**config.mk**
```make
export PLATFORM = sky130hd
export DESIGN_NAME = m8ap_core
export DESIGN_NICKNAME = d
export VERILOG_FILES = /design/src/common/m8ap_pkg.sv /design/src/rtl/m8ap_core.sv
export SDC_FILE = /design/constraint.sdc
export NUM_CORES = 1
export LEC_CHECK = 0
export BUFFER_PORTS_ARGS = -buffer_cell sky130_fd_sc_hd__buf_2
export CORE_AREA = 2 2 148 208
export DETAILED_ROUTE_END_ITERATION = 12
export DIE_AREA = 0 0 150 210
export SLEW_MARGIN = 20
export SYNTH_ARGS = -nofsm -noshare
export SYNTH_HDL_FRONTEND = slang
export SYNTH_SLANG_ARGS = --single-unit
```
**constraint.sdc**
```tcl
create_clock -name clk_sys -period 5 [get_ports clk_sys]
set_clock_uncertainty 0.1 [all_clocks]
set_input_delay 0.75 -clock clk_sys [delete_from_list [all_inputs] [get_ports clk_sys]]
set_output_delay 0.75 -clock clk_sys [all_outputs]
set_load 0.05 [all_outputs]
```
**src/common/m8ap_pkg.sv**
```systemverilog
// constants, enumerations and microword layout for the 8-bit arithmetic processor
package m8ap_pkg;
  localparam int STACK_DEPTH = 4;
  localparam logic [7:0] CYC_LAST = 8'hfe;
  localparam logic [7:0] CYC_END = 8'hff;
  localparam logic [3:0] CYC_FILL = 4'hf;
  localparam logic [4:0] A_IDLE = 5'h00;
  localparam logic [4:0] A_INIT = 5'h01;
  localparam logic [4:0] A_PSEL = 5'h02;
  localparam logic [4:0] A_MCALL = 5'h03;
  localparam logic [4:0] A_MEND = 5'h04;
  localparam logic [4:0] A_MSHR = 5'h07;
  localparam logic [4:0] A_ADD = 5'h0c;
  localparam logic [4:0] A_DWAIT = 5'h0f;
  localparam logic [4:0] A_DLINK = 5'h10;
  localparam logic [4:0] A_DSHL = 5'h11;
  localparam logic [4:0] A_DSTEP = 5'h12;
  localparam logic [4:0] A_DLAST = 5'h13;
  localparam logic [4:0] A_DDONE = 5'h1c;
  localparam logic [3:0] REG_CTRL = 4'h0;
  localparam logic [3:0] REG_STATUS = 4'h4;
  localparam logic [3:0] REG_RESULT = 4'h8;
  localparam int CTRL_START_BIT = 0;
  localparam int ST_LINK_LSB = 8;
  localparam int ST_COUNT_LSB = 16;
  localparam int ST_WAIT_BIT = 24;
  localparam logic [31:0] UNMAPPED_DATA = 32'h0000_0000;
  localparam logic [15:0] RESULT_RESET = 16'h0000;

  typedef enum logic [2:0] {
    incr_op = 3'b000,
    direct_jump_op = 3'b001,
    port_jump_op = 3'b010,
    repeat_call_op = 3'b011,
    call_subroutine_op = 3'b100,
    return_op = 3'b101,
    conditional_branch_op = 3'b110,
    start_branch_op = 3'b111
  } m8ap_seq_t;

  typedef enum logic [2:0] {
    tst_none = 3'b000, tst_zero = 3'b001, tst_lsb = 3'b010,
    tst_cout = 3'b011, tst_link = 3'b100, tst_more = 3'b101
  } m8ap_tst_t;

  typedef enum logic [1:0] {pg_keep = 2'b00, pg_taken = 2'b01, pg_clear = 2'b10} m8ap_pg_t;

  typedef enum logic [4:0] {
    u_nop = 5'b00000, u_show = 5'b00001, u_init = 5'b00010, u_ldmc = 5'b00011,
    u_add8 = 5'b00100, u_sub8 = 5'b00101, u_xor8 = 5'b00110, u_addu = 5'b00111,
    u_subu = 5'b01000, u_asr = 5'b01001, u_dload = 5'b01010, u_linkl = 5'b01011,
    u_shl = 5'b01100, u_divas = 5'b01101, u_setq = 5'b01110, u_tsub = 5'b01111,
    u_tpass = 5'b10000, u_tadd = 5'b10001, u_tsgnd = 5'b10010, u_tsgnr = 5'b10011,
    u_fixup = 5'b10100, u_fixdn = 5'b10101
  } m8ap_uop_t;

  typedef struct packed {
    m8ap_seq_t op;
    logic [3:0] nxt_addr;
    m8ap_tst_t tst;
    m8ap_pg_t pg;
    m8ap_uop_t uop;
  } m8ap_uword_t;
endpackage : m8ap_pkg

```
**src/rtl/m8ap_core.sv**
```systemverilog
// microcoded 8-bit arithmetic processor with sequencer, datapath and avalon slave
// Operation
// RL1: idle loop shows result until start
// RL2: start clears upper, link; loads count, lower
// RL3: select inputs pick one of five programs
// RL4: add, subtract, xor: one step into lower
// RL5: booth: subtract, add or shift only
// RL6: test link, then lsb, in turn
// RL7: arithmetic right shift, then count and test
// RL8: eight cycles give 16-bit signed product
// RL9: divide waits for second start with divisor
// RL10: second start loads dividend high, divisor
// RL11: link gets xnor of the two signs
// RL12: shift upper and lower left, link in
// RL13: add or subtract divisor by lsb, count
// RL14: last shift forces one into lower lsb
// RL15: check remainder format and correct it
// RL16: status link: page, right link, left link
// RL17: branch test from zero, lsb or carry
// RL18: call pushes address or address plus one
// RL19: return pops stack into microaddress
// RL20: port jump takes select code as address
// RL21: repeat call loads count, then increments
// RL22: start debounced to pulse by two flops
// RL23: branch jumps on true, increments on false
// RL24: four-bit next address within page
// RL25: return in repeat mode bumps counter
// RL26: one microinstruction per clock edge
//
// The implementer's own choices: the Avalon-MM slave port and the register offsets.
`timescale 1ns/1ns
`default_nettype none
module m8ap_core
  import m8ap_pkg::*;
(
  input wire logic clk_sys,
  input wire logic rst_n,
  input wire logic start_in,
  input wire logic [3:0] prog_sel,
  input wire logic [7:0] port_a,
  input wire logic [7:0] port_b,
  output logic [15:0] result_out,
  input wire logic [3:0] avs_address,
  input wire logic avs_read,
  input wire logic avs_write,
  input wire logic [31:0] avs_writedata,
  input wire logic [3:0] avs_byteenable,
  output logic [31:0] avs_readdata,
  output logic avs_waitrequest
);
  logic [3:0] microaddress_register;
  logic [3:0] next_lo;
  logic page_bit, link_right, link_left, next_page;
  logic [2:0] status_link_register;
  logic [7:0] repeat_counter;
  logic [4:0] return_stack [STACK_DEPTH];
  logic [1:0] stack_ptr;
  logic [4:0] stack_top, push_val, addr;
  logic [7:0] upper_work_register, lower_work_register, operand_accumulator;
  logic start_seen, start_held, start_pulse, soft_start, bus_ack, bus_req;
  logic branch_test_input, zero_detect, carry_out, taken, push_en, pop_en, rpt_more;
  logic [3:0] next_address_field;
  logic [7:0] alu_out;
  m8ap_uword_t uw;

  function automatic logic [8:0] add_sub(input logic [7:0] x, input logic [7:0] y,
                                         input logic sub);
    add_sub = {1'b0, x} + {1'b0, sub ? ~y : y} + {8'h00, sub};
  endfunction : add_sub

  // control store; the whole program fits two 16-word pages
  function automatic m8ap_uword_t microword(input logic [4:0] a);
    case (a)
      5'h00: microword = '{start_branch_op, 4'h0, tst_none, pg_keep, u_show};
      5'h01: microword = '{repeat_call_op, 4'h8, tst_none, pg_keep, u_init};
      5'h02: microword = '{port_jump_op, 4'h0, tst_none, pg_keep, u_nop};
      5'h03: microword = '{call_subroutine_op, 4'h5, tst_none, pg_keep, u_ldmc};
      5'h05: microword = '{conditional_branch_op, 4'h9, tst_link, pg_keep, u_nop};
      5'h06: microword = '{conditional_branch_op, 4'h8, tst_lsb, pg_keep, u_nop};
      5'h07: microword = '{return_op, 4'h0, tst_none, pg_keep, u_asr};
      5'h08: microword = '{direct_jump_op, 4'h7, tst_none, pg_keep, u_subu};
      5'h09: microword = '{conditional_branch_op, 4'h7, tst_lsb, pg_keep, u_nop};
      5'h0a: microword = '{direct_jump_op, 4'h7, tst_none, pg_keep, u_addu};
      5'h0c: microword = '{direct_jump_op, 4'h0, tst_none, pg_keep, u_add8};
      5'h0d: microword = '{direct_jump_op, 4'h0, tst_none, pg_keep, u_sub8};
      5'h0e: microword = '{direct_jump_op, 4'h0, tst_none, pg_keep, u_xor8};
      5'h0f: microword = '{start_branch_op, 4'hf, tst_none, pg_taken, u_dload};
      5'h10: microword = '{incr_op, 4'h0, tst_none, pg_keep, u_linkl};
      5'h11: microword = '{incr_op, 4'h0, tst_none, pg_keep, u_shl};
      5'h12: microword = '{conditional_branch_op, 4'h0, tst_more, pg_keep, u_divas};
      5'h13: microword = '{incr_op, 4'h0, tst_none, pg_keep, u_setq};
      5'h14: microword = '{conditional_branch_op, 4'ha, tst_zero, pg_keep, u_tsub};
      5'h15: microword = '{conditional_branch_op, 4'hc, tst_zero, pg_keep, u_tpass};
      5'h16: microword = '{conditional_branch_op, 4'h9, tst_zero, pg_keep, u_tadd};
      5'h17: microword = '{conditional_branch_op, 4'hc, tst_cout, pg_keep, u_tsgnd};
      5'h18: microword = '{conditional_branch_op, 4'ha, tst_cout, pg_keep, u_tsgnr};
      5'h19: microword = '{direct_jump_op, 4'h0, tst_none, pg_clear, u_fixdn};
      5'h1a: microword = '{direct_jump_op, 4'h0, tst_none, pg_clear, u_fixup};
      default: microword = '{direct_jump_op, 4'h0, tst_none, pg_clear, u_nop};
    endcase
  endfunction : microword

  assign status_link_register = {link_left, link_right, page_bit}; // RL16
  assign addr = {page_bit, microaddress_register}; // RL24
  assign uw = microword(addr);
  assign next_address_field = uw.nxt_addr;
  assign stack_top = return_stack[stack_ptr - 2'h1];
  assign rpt_more = repeat_counter < CYC_LAST;

  // start shaping: a held button gives one pulse only
  always_ff @(posedge clk_sys) begin
    if (!rst_n) begin
      start_seen <= 1'b0;
      start_held <= 1'b0;
    end else begin
      start_seen <= start_in; // RL22
      start_held <= start_seen; // RL22
    end
  end
  assign start_pulse = (start_seen & ~start_held) | soft_start; // RL22

  // alu and the flags it feeds to the branch test
  always_comb begin
    logic [8:0] r;
    r = add_sub(upper_work_register, operand_accumulator, 1'b0);
    alu_out = upper_work_register;
    carry_out = 1'b0;
    case (uw.uop)
      u_add8: r = add_sub(port_a, port_b, 1'b0); // RL4
      u_sub8: r = add_sub(port_a, port_b, 1'b1); // RL4
      u_subu, u_tsub, u_fixup: r = add_sub(upper_work_register, operand_accumulator, 1'b1);
      u_divas: r = add_sub(upper_work_register, operand_accumulator,
                           lower_work_register[0]); // RL13
      default: r = add_sub(upper_work_register, operand_accumulator, 1'b0);
    endcase
    case (uw.uop)
      u_add8, u_sub8, u_addu, u_subu, u_divas, u_tsub, u_tadd, u_fixup, u_fixdn: begin
        alu_out = r[7:0];
        carry_out = r[8];
      end
      u_xor8: alu_out = port_a ^ port_b; // RL4
      u_tsgnd: carry_out = ~(upper_work_register[7] ^ port_a[7]); // RL15
      u_tsgnr, u_linkl: carry_out = ~(upper_work_register[7] ^ operand_accumulator[7]);
      default: alu_out = upper_work_register;
    endcase
  end
  assign zero_detect = alu_out == 8'h00;

  always_comb begin
    case (uw.tst)
      tst_zero: branch_test_input = zero_detect; // RL17
      tst_lsb: branch_test_input = lower_work_register[0]; // RL17
      tst_cout: branch_test_input = carry_out; // RL17
      tst_link: branch_test_input = link_right; // RL6
      tst_more: branch_test_input = rpt_more; // RL13
      default: branch_test_input = 1'b0;
    endcase
  end

  // next address logic
  always_comb begin
    next_lo = microaddress_register + 4'h1;
    push_en = 1'b0;
    pop_en = 1'b0;
    push_val = addr + 5'h01;
    taken = 1'b0;
    case (uw.op)
      direct_jump_op: next_lo = next_address_field;
      port_jump_op: next_lo = prog_sel; // RL3 RL20
      call_subroutine_op: begin
        next_lo = next_address_field; // RL18
        push_en = 1'b1;
        if (rpt_more) push_val = addr; // RL8 RL18
      end
      return_op: begin
        next_lo = stack_top[3:0]; // RL19
        pop_en = 1'b1;
      end
      conditional_branch_op: begin
        taken = branch_test_input;
        if (taken) next_lo = next_address_field; // RL23
      end
      start_branch_op: begin
        taken = start_pulse;
        if (!taken) next_lo = next_address_field; // RL1 RL9
      end
      default: next_lo = microaddress_register + 4'h1;
    endcase
    case (uw.pg)
      pg_taken: next_page = taken;
      pg_clear: next_page = 1'b0;
      default: next_page = pop_en ? stack_top[4] : page_bit;
    endcase
  end

  // one microword per edge; sequencer and datapath move together
  always_ff @(posedge clk_sys) begin
    if (!rst_n) begin
      microaddress_register <= 4'h0;
      page_bit <= 1'b0;
    end else begin
      microaddress_register <= next_lo; // RL26
      page_bit <= next_page; // RL16
    end
  end

  always_ff @(posedge clk_sys) begin
    if (!rst_n) begin
      stack_ptr <= 2'h0;
    end else if (push_en) begin
      return_stack[stack_ptr] <= push_val; // RL18
      stack_ptr <= stack_ptr + 2'h1;
    end else if (pop_en) begin
      stack_ptr <= stack_ptr - 2'h1; // RL19
    end
  end

  // count runs up from the complement of eight to the end value
  always_ff @(posedge clk_sys) begin
    if (!rst_n) begin
      repeat_counter <= CYC_END;
    end else if (uw.op == repeat_call_op) begin
      repeat_counter <= {CYC_FILL, ~next_address_field}; // RL2 RL21
    end else if ((pop_en || uw.uop == u_divas) && repeat_counter != CYC_END) begin
      repeat_counter <= repeat_counter + 8'h01; // RL7 RL13 RL25
    end
  end

  always_ff @(posedge clk_sys) begin
    if (!rst_n) begin
      upper_work_register <= 8'h00;
      lower_work_register <= 8'h00;
      operand_accumulator <= 8'h00;
      link_right <= 1'b0;
      link_left <= 1'b0;
    end else begin
      case (uw.uop)
        u_init: begin
          upper_work_register <= 8'h00; // RL2
          lower_work_register <= port_b; // RL2 RL9
          link_right <= 1'b0;
          link_left <= 1'b0;
        end
        u_ldmc: operand_accumulator <= port_a;
        u_add8, u_sub8, u_xor8: lower_work_register <= alu_out; // RL4
        u_addu, u_subu, u_divas: upper_work_register <= alu_out; // RL5 RL13
        u_asr: begin
          {upper_work_register, lower_work_register} <=
            {upper_work_register[7], upper_work_register, lower_work_register[7:1]}; // RL7
          link_right <= lower_work_register[0]; // RL7
        end
        u_dload: if (start_pulse) begin
          upper_work_register <= port_a; // RL10
          operand_accumulator <= port_b; // RL10
        end
        u_linkl: link_left <= carry_out; // RL11
        u_shl: {upper_work_register, lower_work_register} <=
          {upper_work_register[6:0], lower_work_register, link_left}; // RL12
        u_setq: begin
          link_left <= 1'b1; // RL14
          lower_work_register <= {lower_work_register[6:0], 1'b1}; // RL14
        end
        u_fixup: begin
          upper_work_register <= alu_out; // RL15
          lower_work_register <= lower_work_register + 8'h01;
        end
        u_fixdn: begin
          upper_work_register <= alu_out; // RL15
          lower_work_register <= lower_work_register - 8'h01;
        end
        default: operand_accumulator <= operand_accumulator;
      endcase
    end
  end

  // display follows the working registers only while idling
  always_ff @(posedge clk_sys) begin
    if (!rst_n) result_out <= RESULT_RESET;
    else if (uw.uop == u_show) result_out <= {upper_work_register, lower_work_register}; // RL1
  end

  // avalon slave: every access takes exactly one wait cycle
  assign bus_req = avs_read | avs_write;
  assign avs_waitrequest = bus_req & ~bus_ack;

  always_ff @(posedge clk_sys) begin
    if (!rst_n) bus_ack <= 1'b0;
    else bus_ack <= bus_req & ~bus_ack;
  end

  always_ff @(posedge clk_sys) begin
    if (!rst_n) begin
      avs_readdata <= UNMAPPED_DATA;
    end else if (avs_read && !bus_ack) begin
      case (avs_address)
        REG_STATUS: begin
          avs_readdata <= UNMAPPED_DATA;
          avs_readdata[4:0] <= addr;
          avs_readdata[ST_LINK_LSB +: 3] <= status_link_register;
          avs_readdata[ST_COUNT_LSB +: 8] <= repeat_counter;
          avs_readdata[ST_WAIT_BIT] <= uw.op == start_branch_op;
        end
        REG_RESULT: avs_readdata <= {16'h0000, upper_work_register, lower_work_register};
        default: avs_readdata <= UNMAPPED_DATA;
      endcase
    end
  end

  // soft start joins the shaped pulse; it is lost unless a start loop waits
  always_ff @(posedge clk_sys) begin
    if (!rst_n) soft_start <= 1'b0;
    else soft_start <= avs_write && bus_ack && avs_byteenable[0] &&
                       avs_address == REG_CTRL && avs_writedata[CTRL_START_BIT];
  end

  logic [7:0] chk_sum;
  assign chk_sum = port_a + port_b;
endmodule : m8ap_core
`default_nettype wire

```
* After elaboration in Yosys (flattened, before gate mapping) *
Memories as Yosys holds them, arrays and structs flattened.
Index checks and enable logic that the tools add are counted.

word-level totals
  bits in writable memories = 20
  output and inout port bits = 49
  latch bits = 0
  bits of input ports = 65
  ROM bits = 544
  memories kept = 2
  word-level logic and storage cells = 148
  register bits after elaboration = 93

memories
  name              depth  width  rd ports  clocked after memory_dff  wr ports  line             text
  (name not given)  32     17     1         0                         0         m8ap_core.sv:73  case (a)
  return_stack      4      5      1         0                         1         m8ap_core.sv:56  logic [4:0] return_stack [STACK_DEPTH];

cells by class
  multiplexer cells = 30
  bitwise operators = 16
  $mul = 0
  eq/ne operators = 38
  shift operators = 0
  magnitude comparators = 1
  add/subtract/negate cells = 15
  div/mod/pow operators = 0
  reduce and logical (&&, ||, !) cells = 29

operators by type and width
  operator               number
  $pmux W8 S7            1
  $pmux W25 S2           1
  $add A8 B8 Y9          5
  $eq A5 B4 Y1 const B   8
  $pmux W8 S5            1
  $pmux W9 S4            1
  $pmux W8 S2            2
  $eq A5 B5 Y1 const B   5
  $mux W8                3
  $eq A5 B3 Y1 const B   4
  $pmux W4 S5            1
  $add A9 B1 Y9 const B  2
  $eq A3 B3 Y1 const B   6
  $add A8 B1 Y8 const B  2
  $mux W4                4
  $not A8 Y8             2
  $eq A3 B2 Y1 const B   4
  $eq A5 B2 Y1 const B   2
  $mux W5                2
  $add A9 B1 Y9          1
  $reduce_or A9 Y1       1
  $logic_not A8 Y1       1
  $lt A8 B8 Y1 const B   1
  $ne A8 B8 Y1 const B   1
  37 further kinds       68

* Logic depth before layout (Yosys ltp) *
  word-level depth = 10
  depth in mapped cells = 20
  gate-level depth less buffers = 18

* Worst setup path after synthesis *
No wires, ideal clock.

  path kind = register to register
  start point = register microaddress_register[0]
  end point = register lower_work_register[7]
  data arrival time = 3.864 ns
  clock period less this slack = 4.101 ns
  data required time = 4.763 ns
  path buffers = 2
  setup slack = 0.899 ns
  library setup time = 0.137 ns
  stages on the path, launching flop included = 21
  cell sequence = dfxtp_1 > buf_2 > inv_1 > ha_1 > nor2b_1 > o311a_1 > nor2_2 > nand2_1 > clkbuf_1 > nor2_1 > ha_1 > a21o_1 > a21oi_1 > o21bai_1 > a21oi_1 > o21bai_1 > a21oi_1 > xnor2_1 > o211ai_1 > a21oi_1 > a211oi_1

between the ends
  cells in the longest elaborated chain, start to end = 6
  elaborated cells between the ends (all ways) = 22
  those cells by class = eq/ne (14); mux (3); reduce/logical (4); memory (1)

RTL lines
  item                                                 line                                                  text
  from (decl)                                          m8ap_core.sv:51                                       logic [3:0] microaddress_register;
  from (signal assigned)                               m8ap_core.sv:202                                      microaddress_register <= next_lo;
  $mem_v2 Z32 W17 *                                    --
  $eq A5 B5 Y1 / $eq A5 B4 Y1 (equally long branches)  m8ap_core.sv:128, m8ap_core.sv:136, m8ap_core.sv:237
  $reduce_or A3 Y1                                     m8ap_core.sv:128                                      case (uw.uop)
  $pmux W9 S4                                          m8ap_core.sv:128
  $pmux W8 S2                                          m8ap_core.sv:136                                      case (uw.uop)
  $pmux W8 S7                                          m8ap_core.sv:237                                      case (uw.uop)
  to (signal assigned)                                 m8ap_core.sv:240                                      lower_work_register <= port_b;
  to (signal assigned)                                 m8ap_core.sv:245                                      u_add8, u_sub8, u_xor8: lower_work_register <= alu_out;
  to (signal assigned)                                 m8ap_core.sv:248                                      {upper_work_register, lower_work_register} <=
  to (decl)                                            m8ap_core.sv:59                                       logic [7:0] upper_work_register, lower_work_register, operand_accumulator;

Mark *: on every way between the ends. The rest lies on a longest branch, timed or not.
A chain may end at the register's enable or synchronous reset.

* Worst setup path after layout *
  start point = register microaddress_register[1]
  end point = register microaddress_register[2]

between the ends
  cells in the longest elaborated chain, start to end = 9
  elaborated cells between the ends (all ways) = 38
  those cells by class = add/sub (1); eq/ne (24); mux (7); reduce/logical (5); memory (1)

RTL lines
  item                                                 line                                text
  $mem_v2 Z32 W17                                      --
  $eq A5 B5 Y1 / $eq A5 B4 Y1 (equally long branches)  m8ap_core.sv:128, m8ap_core.sv:136
  $reduce_or A3 Y1                                     m8ap_core.sv:128
  $pmux W9 S4                                          m8ap_core.sv:128
  $pmux W8 S2                                          m8ap_core.sv:136
  $logic_not A8 Y1                                     m8ap_core.sv:147                    assign zero_detect = alu_out == 8'h00;
  $pmux W1 S5                                          m8ap_core.sv:150                    case (uw.tst)
  $mux W4                                              m8ap_core.sv:181                    if (taken) next_lo = next_address_field;
  $pmux W4 S5 *                                        m8ap_core.sv:167                    case (uw.op)

Marks and branches as above.

==> run_summary.xml <==
<?xml version="1.0" encoding="UTF-8"?>
<metrics>
  <group name="global_routing">
    <metric name="global_route.usage.total" unit="">0.195</metric>
    <metric name="largest_net_degree_at_the_start_of_global_routing" unit="">71</metric>
    <metric name="first_global_vias" unit="">8506</metric>
    <metric name="grt-ovfl-total" unit="">0</metric>
    <metric name="grt_antenna_before_repair" unit="">0</metric>
    <metric name="wire_length_of_the_first_global_routing_pass" unit="um">47900</metric>
  </group>
  <group name="worst_setup_path">
    <metric name="cp_data_arrival_time" unit="ns">4.66</metric>
    <metric name="worstSetupStartpointType" unit="">register</metric>
    <metric name="max_stage_delay" unit="ns">0.60</metric>
    <metric name="depth_of_the_worst_register_to_register_path" unit="">13</metric>
    <metric name="path_cells" unit="">inv_1, ha_1, nor2b_1, o311a_1, a211oi_4, nand2_1, and4_4, a32oi_1, nand3_1, nor4_2, a21oi_2, nor4_1, a211o_1</metric>
    <metric name="crit_type" unit="">register to register</metric>
    <metric name="setup.worst_path.end_class" unit="">register</metric>
    <metric name="slowest_stage" unit="">sky130_fd_sc_hd__dfxtp_1</metric>
    <metric name="crit-reg2reg-capture" unit="">microaddress_register[2]</metric>
    <metric name="r2r_setup_slack" unit="ns">0.55</metric>
    <metric name="critPathRequiredTime" unit="ns">5.21</metric>
    <metric name="worstReg2RegStart" unit="">microaddress_register[1]</metric>
    <metric name="worst-path-max-fanout" unit="">11</metric>
  </group>
  <group name="routing">
    <metric name="wl_per_cell" unit="um">19.9</metric>
    <metric name="post-route-drc-count" unit="">0</metric>
    <metric name="detail-route-antenna-nets" unit="">0</metric>
    <metric name="detailedRoute.firstIterationViolations" unit="">809</metric>
    <metric name="detail_route.wirelength" unit="um">30900</metric>
    <metric name="detailroute.via_count" unit="">8825</metric>
    <metric name="drt_pass1_iterations" unit="">8</metric>
    <metric name="detail_route.vias_per_cell" unit="">5.70</metric>
  </group>
  <group name="min_path">
    <metric name="hold_path.startpoint" unit="">avs_readdata[15]</metric>
    <metric name="worst_hold_path_type" unit="">register to register</metric>
    <metric name="min_delay_worst_endpoint" unit="">avs_readdata[15]</metric>
    <metric name="hold_path_depth" unit="">2</metric>
  </group>
  <group name="sta">
    <metric name="worst_slack" unit="ns">0.553</metric>
    <metric name="timing.setup.tns" unit="ns">0</metric>
    <metric name="finalHoldWorstSlack" unit="ns">0.352</metric>
    <metric name="final-setup-viol-count" unit="">0</metric>
    <metric name="final-max-slew-violation-count" unit="">0</metric>
    <metric name="highest_attainable_clock_frequency" unit="GHz">0.225</metric>
    <metric name="timing.final.hold_violations" unit="">0</metric>
    <metric name="worst_slew_margin_rel" unit="">0.380</metric>
    <metric name="rsz0062_at_grt" unit="">false</metric>
    <metric name="min_period" unit="ns">4.45</metric>
    <metric name="share_of_the_cycle_needed_by_the_critical_path_after_routing" unit="">0.889</metric>
    <metric name="worst_pin_slew" unit="ns">0.931</metric>
  </group>
  <group name="power">
    <metric name="seq_power_share" unit="">0.199</metric>
    <metric name="power_frac_comb" unit="">0.681</metric>
    <metric name="cellInternalPower" unit="mW">2.88</metric>
    <metric name="power_leakage" unit="nW">3.82</metric>
    <metric name="total_switching_power" unit="mW">3.35</metric>
    <metric name="switching_share" unit="">0.537</metric>
    <metric name="p_clk_frac" unit="">0.121</metric>
    <metric name="report.power.total" unit="mW">6.23</metric>
    <metric name="power-per-cell-area" unit="nW/um^2">629</metric>
    <metric name="ir_worst_vdd" unit="uV">272</metric>
  </group>
  <group name="clock_network">
    <metric name="cts_buffers" unit="">9</metric>
    <metric name="tritoncts_num_sinks" unit="">106</metric>
    <metric name="post_cts_resize_count" unit="">0</metric>
    <metric name="cts.path.max_buffers" unit="">2</metric>
    <metric name="tritoncts" unit="">yes</metric>
    <metric name="htree_num_levels" unit="">3</metric>
    <metric name="cts.hold.buffers_added" unit="">0</metric>
    <metric name="worstSkewPairLatency" unit="ns">0.37</metric>
    <metric name="post_cts_setup_buffer_count" unit="">0</metric>
    <metric name="clock_tree.root_cell" unit="">sky130_fd_sc_hd__clkbuf_16</metric>
    <metric name="clk_pin_slew_worst_paths" unit="ns">0.08</metric>
  </group>
  <group name="placement">
    <metric name="post-dp-hpwl" unit="um">23700</metric>
    <metric name="placement.io_buffers" unit="">72</metric>
    <metric name="gp_routability_congestion" unit="">1.03</metric>
    <metric name="dp_worst_setup_slack" unit="ns">0.620</metric>
  </group>
  <group name="synth">
    <metric name="synth.avg_cell_area" unit="um^2">7.98</metric>
    <metric name="synth_warnings" unit="">0</metric>
    <metric name="synth.area.top_cells" unit="">sky130_fd_sc_hd__dfxtp_1 (20%), sky130_fd_sc_hd__ha_1 (8.5%), sky130_fd_sc_hd__edfxtp_1 (6.8%)</metric>
    <metric name="yosysSeqAreaShare" unit="">0.264</metric>
    <metric name="post-synth-top-area-cell" unit="">sky130_fd_sc_hd__dfxtp_1</metric>
    <metric name="synth_cell_types" unit="">99</metric>
    <metric name="post_synth_inst_count" unit="">1103</metric>
    <metric name="synth_top_area_frac" unit="">0.195</metric>
    <metric name="ys_seq_elements" unit="">106</metric>
    <metric name="asyncSetResetFlopFracSynth" unit="">0</metric>
    <metric name="synthFlopType" unit="">sky130_fd_sc_hd__dfxtp_1</metric>
    <metric name="syn_area" unit="um^2">8810</metric>
    <metric name="number_of_flops_mapped_to_enable_cells_by_yosys" unit="">20</metric>
  </group>
  <group name="die">
    <metric name="rows" unit="">75</metric>
    <metric name="die_x" unit="um">150</metric>
    <metric name="die_area" unit="um^2">31500</metric>
    <metric name="ios" unit="">114</metric>
    <metric name="floorplan.core_area" unit="um^2">29700</metric>
    <metric name="die_height" unit="um">210</metric>
    <metric name="initial_utilization" unit="">0.297</metric>
  </group>
  <group name="final_layout">
    <metric name="drive_above_1_share" unit="">0.148</metric>
    <metric name="antenna-diode-count" unit="">0</metric>
    <metric name="num-nets-final" unit="">1290</metric>
    <metric name="area_growth_syn_to_layout" unit="%">12.5</metric>
    <metric name="layout.cells.most_common" unit="">sky130_fd_sc_hd__nand2_1</metric>
    <metric name="layout_common_cells" unit="">sky130_fd_sc_hd__nand2_1 (123), sky130_fd_sc_hd__a21oi_1 (117), sky130_fd_sc_hd__dfxtp_1 (86)</metric>
  </group>
  <group name="run">
    <metric name="drv.max_cap_violation_count" unit="">0</metric>
  </group>
  <group name="run_status">
    <metric name="run_status" unit="">completed</metric>
  </group>
</metrics>
## critical path, delay by kind of cell (launching register included)
family,cells,cell delay [ns]
and+or+nand+nor,6,1.66
buffers and inverters,1,0.15
adders and majority gates,1,0.28
DFF,1,0.60
AOI/OAI and AO/OA,5,1.60
## routing by layer
layer | vias up | GRT usage | wire, um | part of all wire
li1 | 4184 | - | - | -
met1 | 4116 | 0.224 | 11800 | 0.38
met2 | 402 | 0.340 | 15100 | 0.49
met3 | 123 | 0.0266 | 1810 | 0.059
met4 | 0 | 0.121 | 2190 | 0.071
met5 | - | 0 | 0 | 0
## worst max-delay path by stage
stage / from / to / depth (start not counted)
global placement: microaddress_register[2] / page_bit / 12
floorplan: microaddress_register[0] / lower_work_register[7] / 20
detailed placement: microaddress_register[1] / microaddress_register[2] / 13
finish: microaddress_register[1] / microaddress_register[2] / 13
global route: microaddress_register[2] / microaddress_register[3] / 12
CTS: microaddress_register[1] / microaddress_register[2] / 13
## registers in the layout, indices dropped and copies added (netlist names)
name,flops
start_held,1
microaddress_register,4
start_seen,1
link_left,1
operand_accumulator,8
lower_work_register,8
upper_work_register,8
result_out,16
stack_ptr,2
link_right,1
avs_readdata,25
soft_start,1
repeat_counter,8
bus_ack,1
return_stack,20
page_bit,1
## synthesized netlist by cell type, types with 5 or more instances
| cell | count |
|---|---|
| sky130_fd_sc_hd__a21boi_0 | 5 |
| sky130_fd_sc_hd__xnor2_1 | 26 |
| sky130_fd_sc_hd__and3_1 | 10 |
| sky130_fd_sc_hd__mux4_2 | 5 |
| sky130_fd_sc_hd__edfxtp_1 | 20 |
| sky130_fd_sc_hd__a222oi_1 | 9 |
| sky130_fd_sc_hd__o21ai_1 | 5 |
| sky130_fd_sc_hd__clkbuf_1 | 40 |
| sky130_fd_sc_hd__o211ai_1 | 19 |
| sky130_fd_sc_hd__nand3_1 | 32 |
| sky130_fd_sc_hd__nand2_1 | 123 |
| sky130_fd_sc_hd__buf_4 | 10 |
| sky130_fd_sc_hd__nor2_1 | 86 |
| sky130_fd_sc_hd__a21oi_1 | 117 |
| sky130_fd_sc_hd__fa_1 | 6 |
| sky130_fd_sc_hd__a31oi_1 | 14 |
| sky130_fd_sc_hd__nand4_1 | 12 |
| sky130_fd_sc_hd__a221oi_1 | 9 |
| sky130_fd_sc_hd__nor2b_1 | 14 |
| sky130_fd_sc_hd__o21bai_1 | 5 |
| sky130_fd_sc_hd__o31ai_1 | 9 |
| sky130_fd_sc_hd__o21a_1 | 10 |
| sky130_fd_sc_hd__and2_1 | 8 |
| sky130_fd_sc_hd__a211oi_1 | 19 |
| sky130_fd_sc_hd__dfxtp_1 | 86 |
| sky130_fd_sc_hd__inv_1 | 52 |
| sky130_fd_sc_hd__o21ai_0 | 50 |
| sky130_fd_sc_hd__xor2_1 | 13 |
| sky130_fd_sc_hd__mux2i_1 | 23 |
| sky130_fd_sc_hd__o22ai_1 | 9 |
| sky130_fd_sc_hd__a22oi_1 | 10 |
| sky130_fd_sc_hd__a21o_1 | 7 |
| sky130_fd_sc_hd__or3_1 | 5 |
| sky130_fd_sc_hd__buf_2 | 10 |
| sky130_fd_sc_hd__nand2b_1 | 15 |
| sky130_fd_sc_hd__nor3_1 | 31 |
| sky130_fd_sc_hd__ha_1 | 60 |
| sky130_fd_sc_hd__nor4_1 | 8 |
## layout make-up
cell class,count,area (um^2)
multi-input cells,882,5980
repair buffers,106,616
fillers,3204,19700
flip-flops and latches,106,2320
clock inverters,5,52.6
well taps,385,482
clock buffers,11,254
inverters,54,203
## power groups by stage
stage,combinational [mW],clock [mW],sequential [mW]
after floorplan,3.00,0,1.22
after global placement,4.09,0,1.25
after detailed placement,4.13,0,1.26
after CTS,4.15,0.765,1.24
after global routing,4.58,0.795,1.26
final,4.24,0.750,1.24
## logic make-up (layout without fill, tap and decap cells)
logic type / Yosys count / count (layout) / synth area share
compound gates: 359 / 359 / 0.281
flops: 106 / 106 / 0.264
fa+ha+maj: 66 / 66 / 0.0989
xor+xnor: 39 / 39 / 0.0388
mux: 29 / 29 / 0.0402
other cells: 1 / 7 / 0.000426
simple gates: 382 / 382 / 0.215
buf+inv: 121 / 176 / 0.0619
## metrics by stage
step | area, um^2 | utilization | cells
global route | 9900 | 0.334 | 1549
CTS | 9900 | 0.334 | 1549
global placement | 9600 | 0.324 | 1533
finish | 9900 | 0.334 | 1549
detailed placement | 9600 | 0.324 | 1533
floorplan | 8830 | - | 1109
Power figures use the tool's default switching activity.
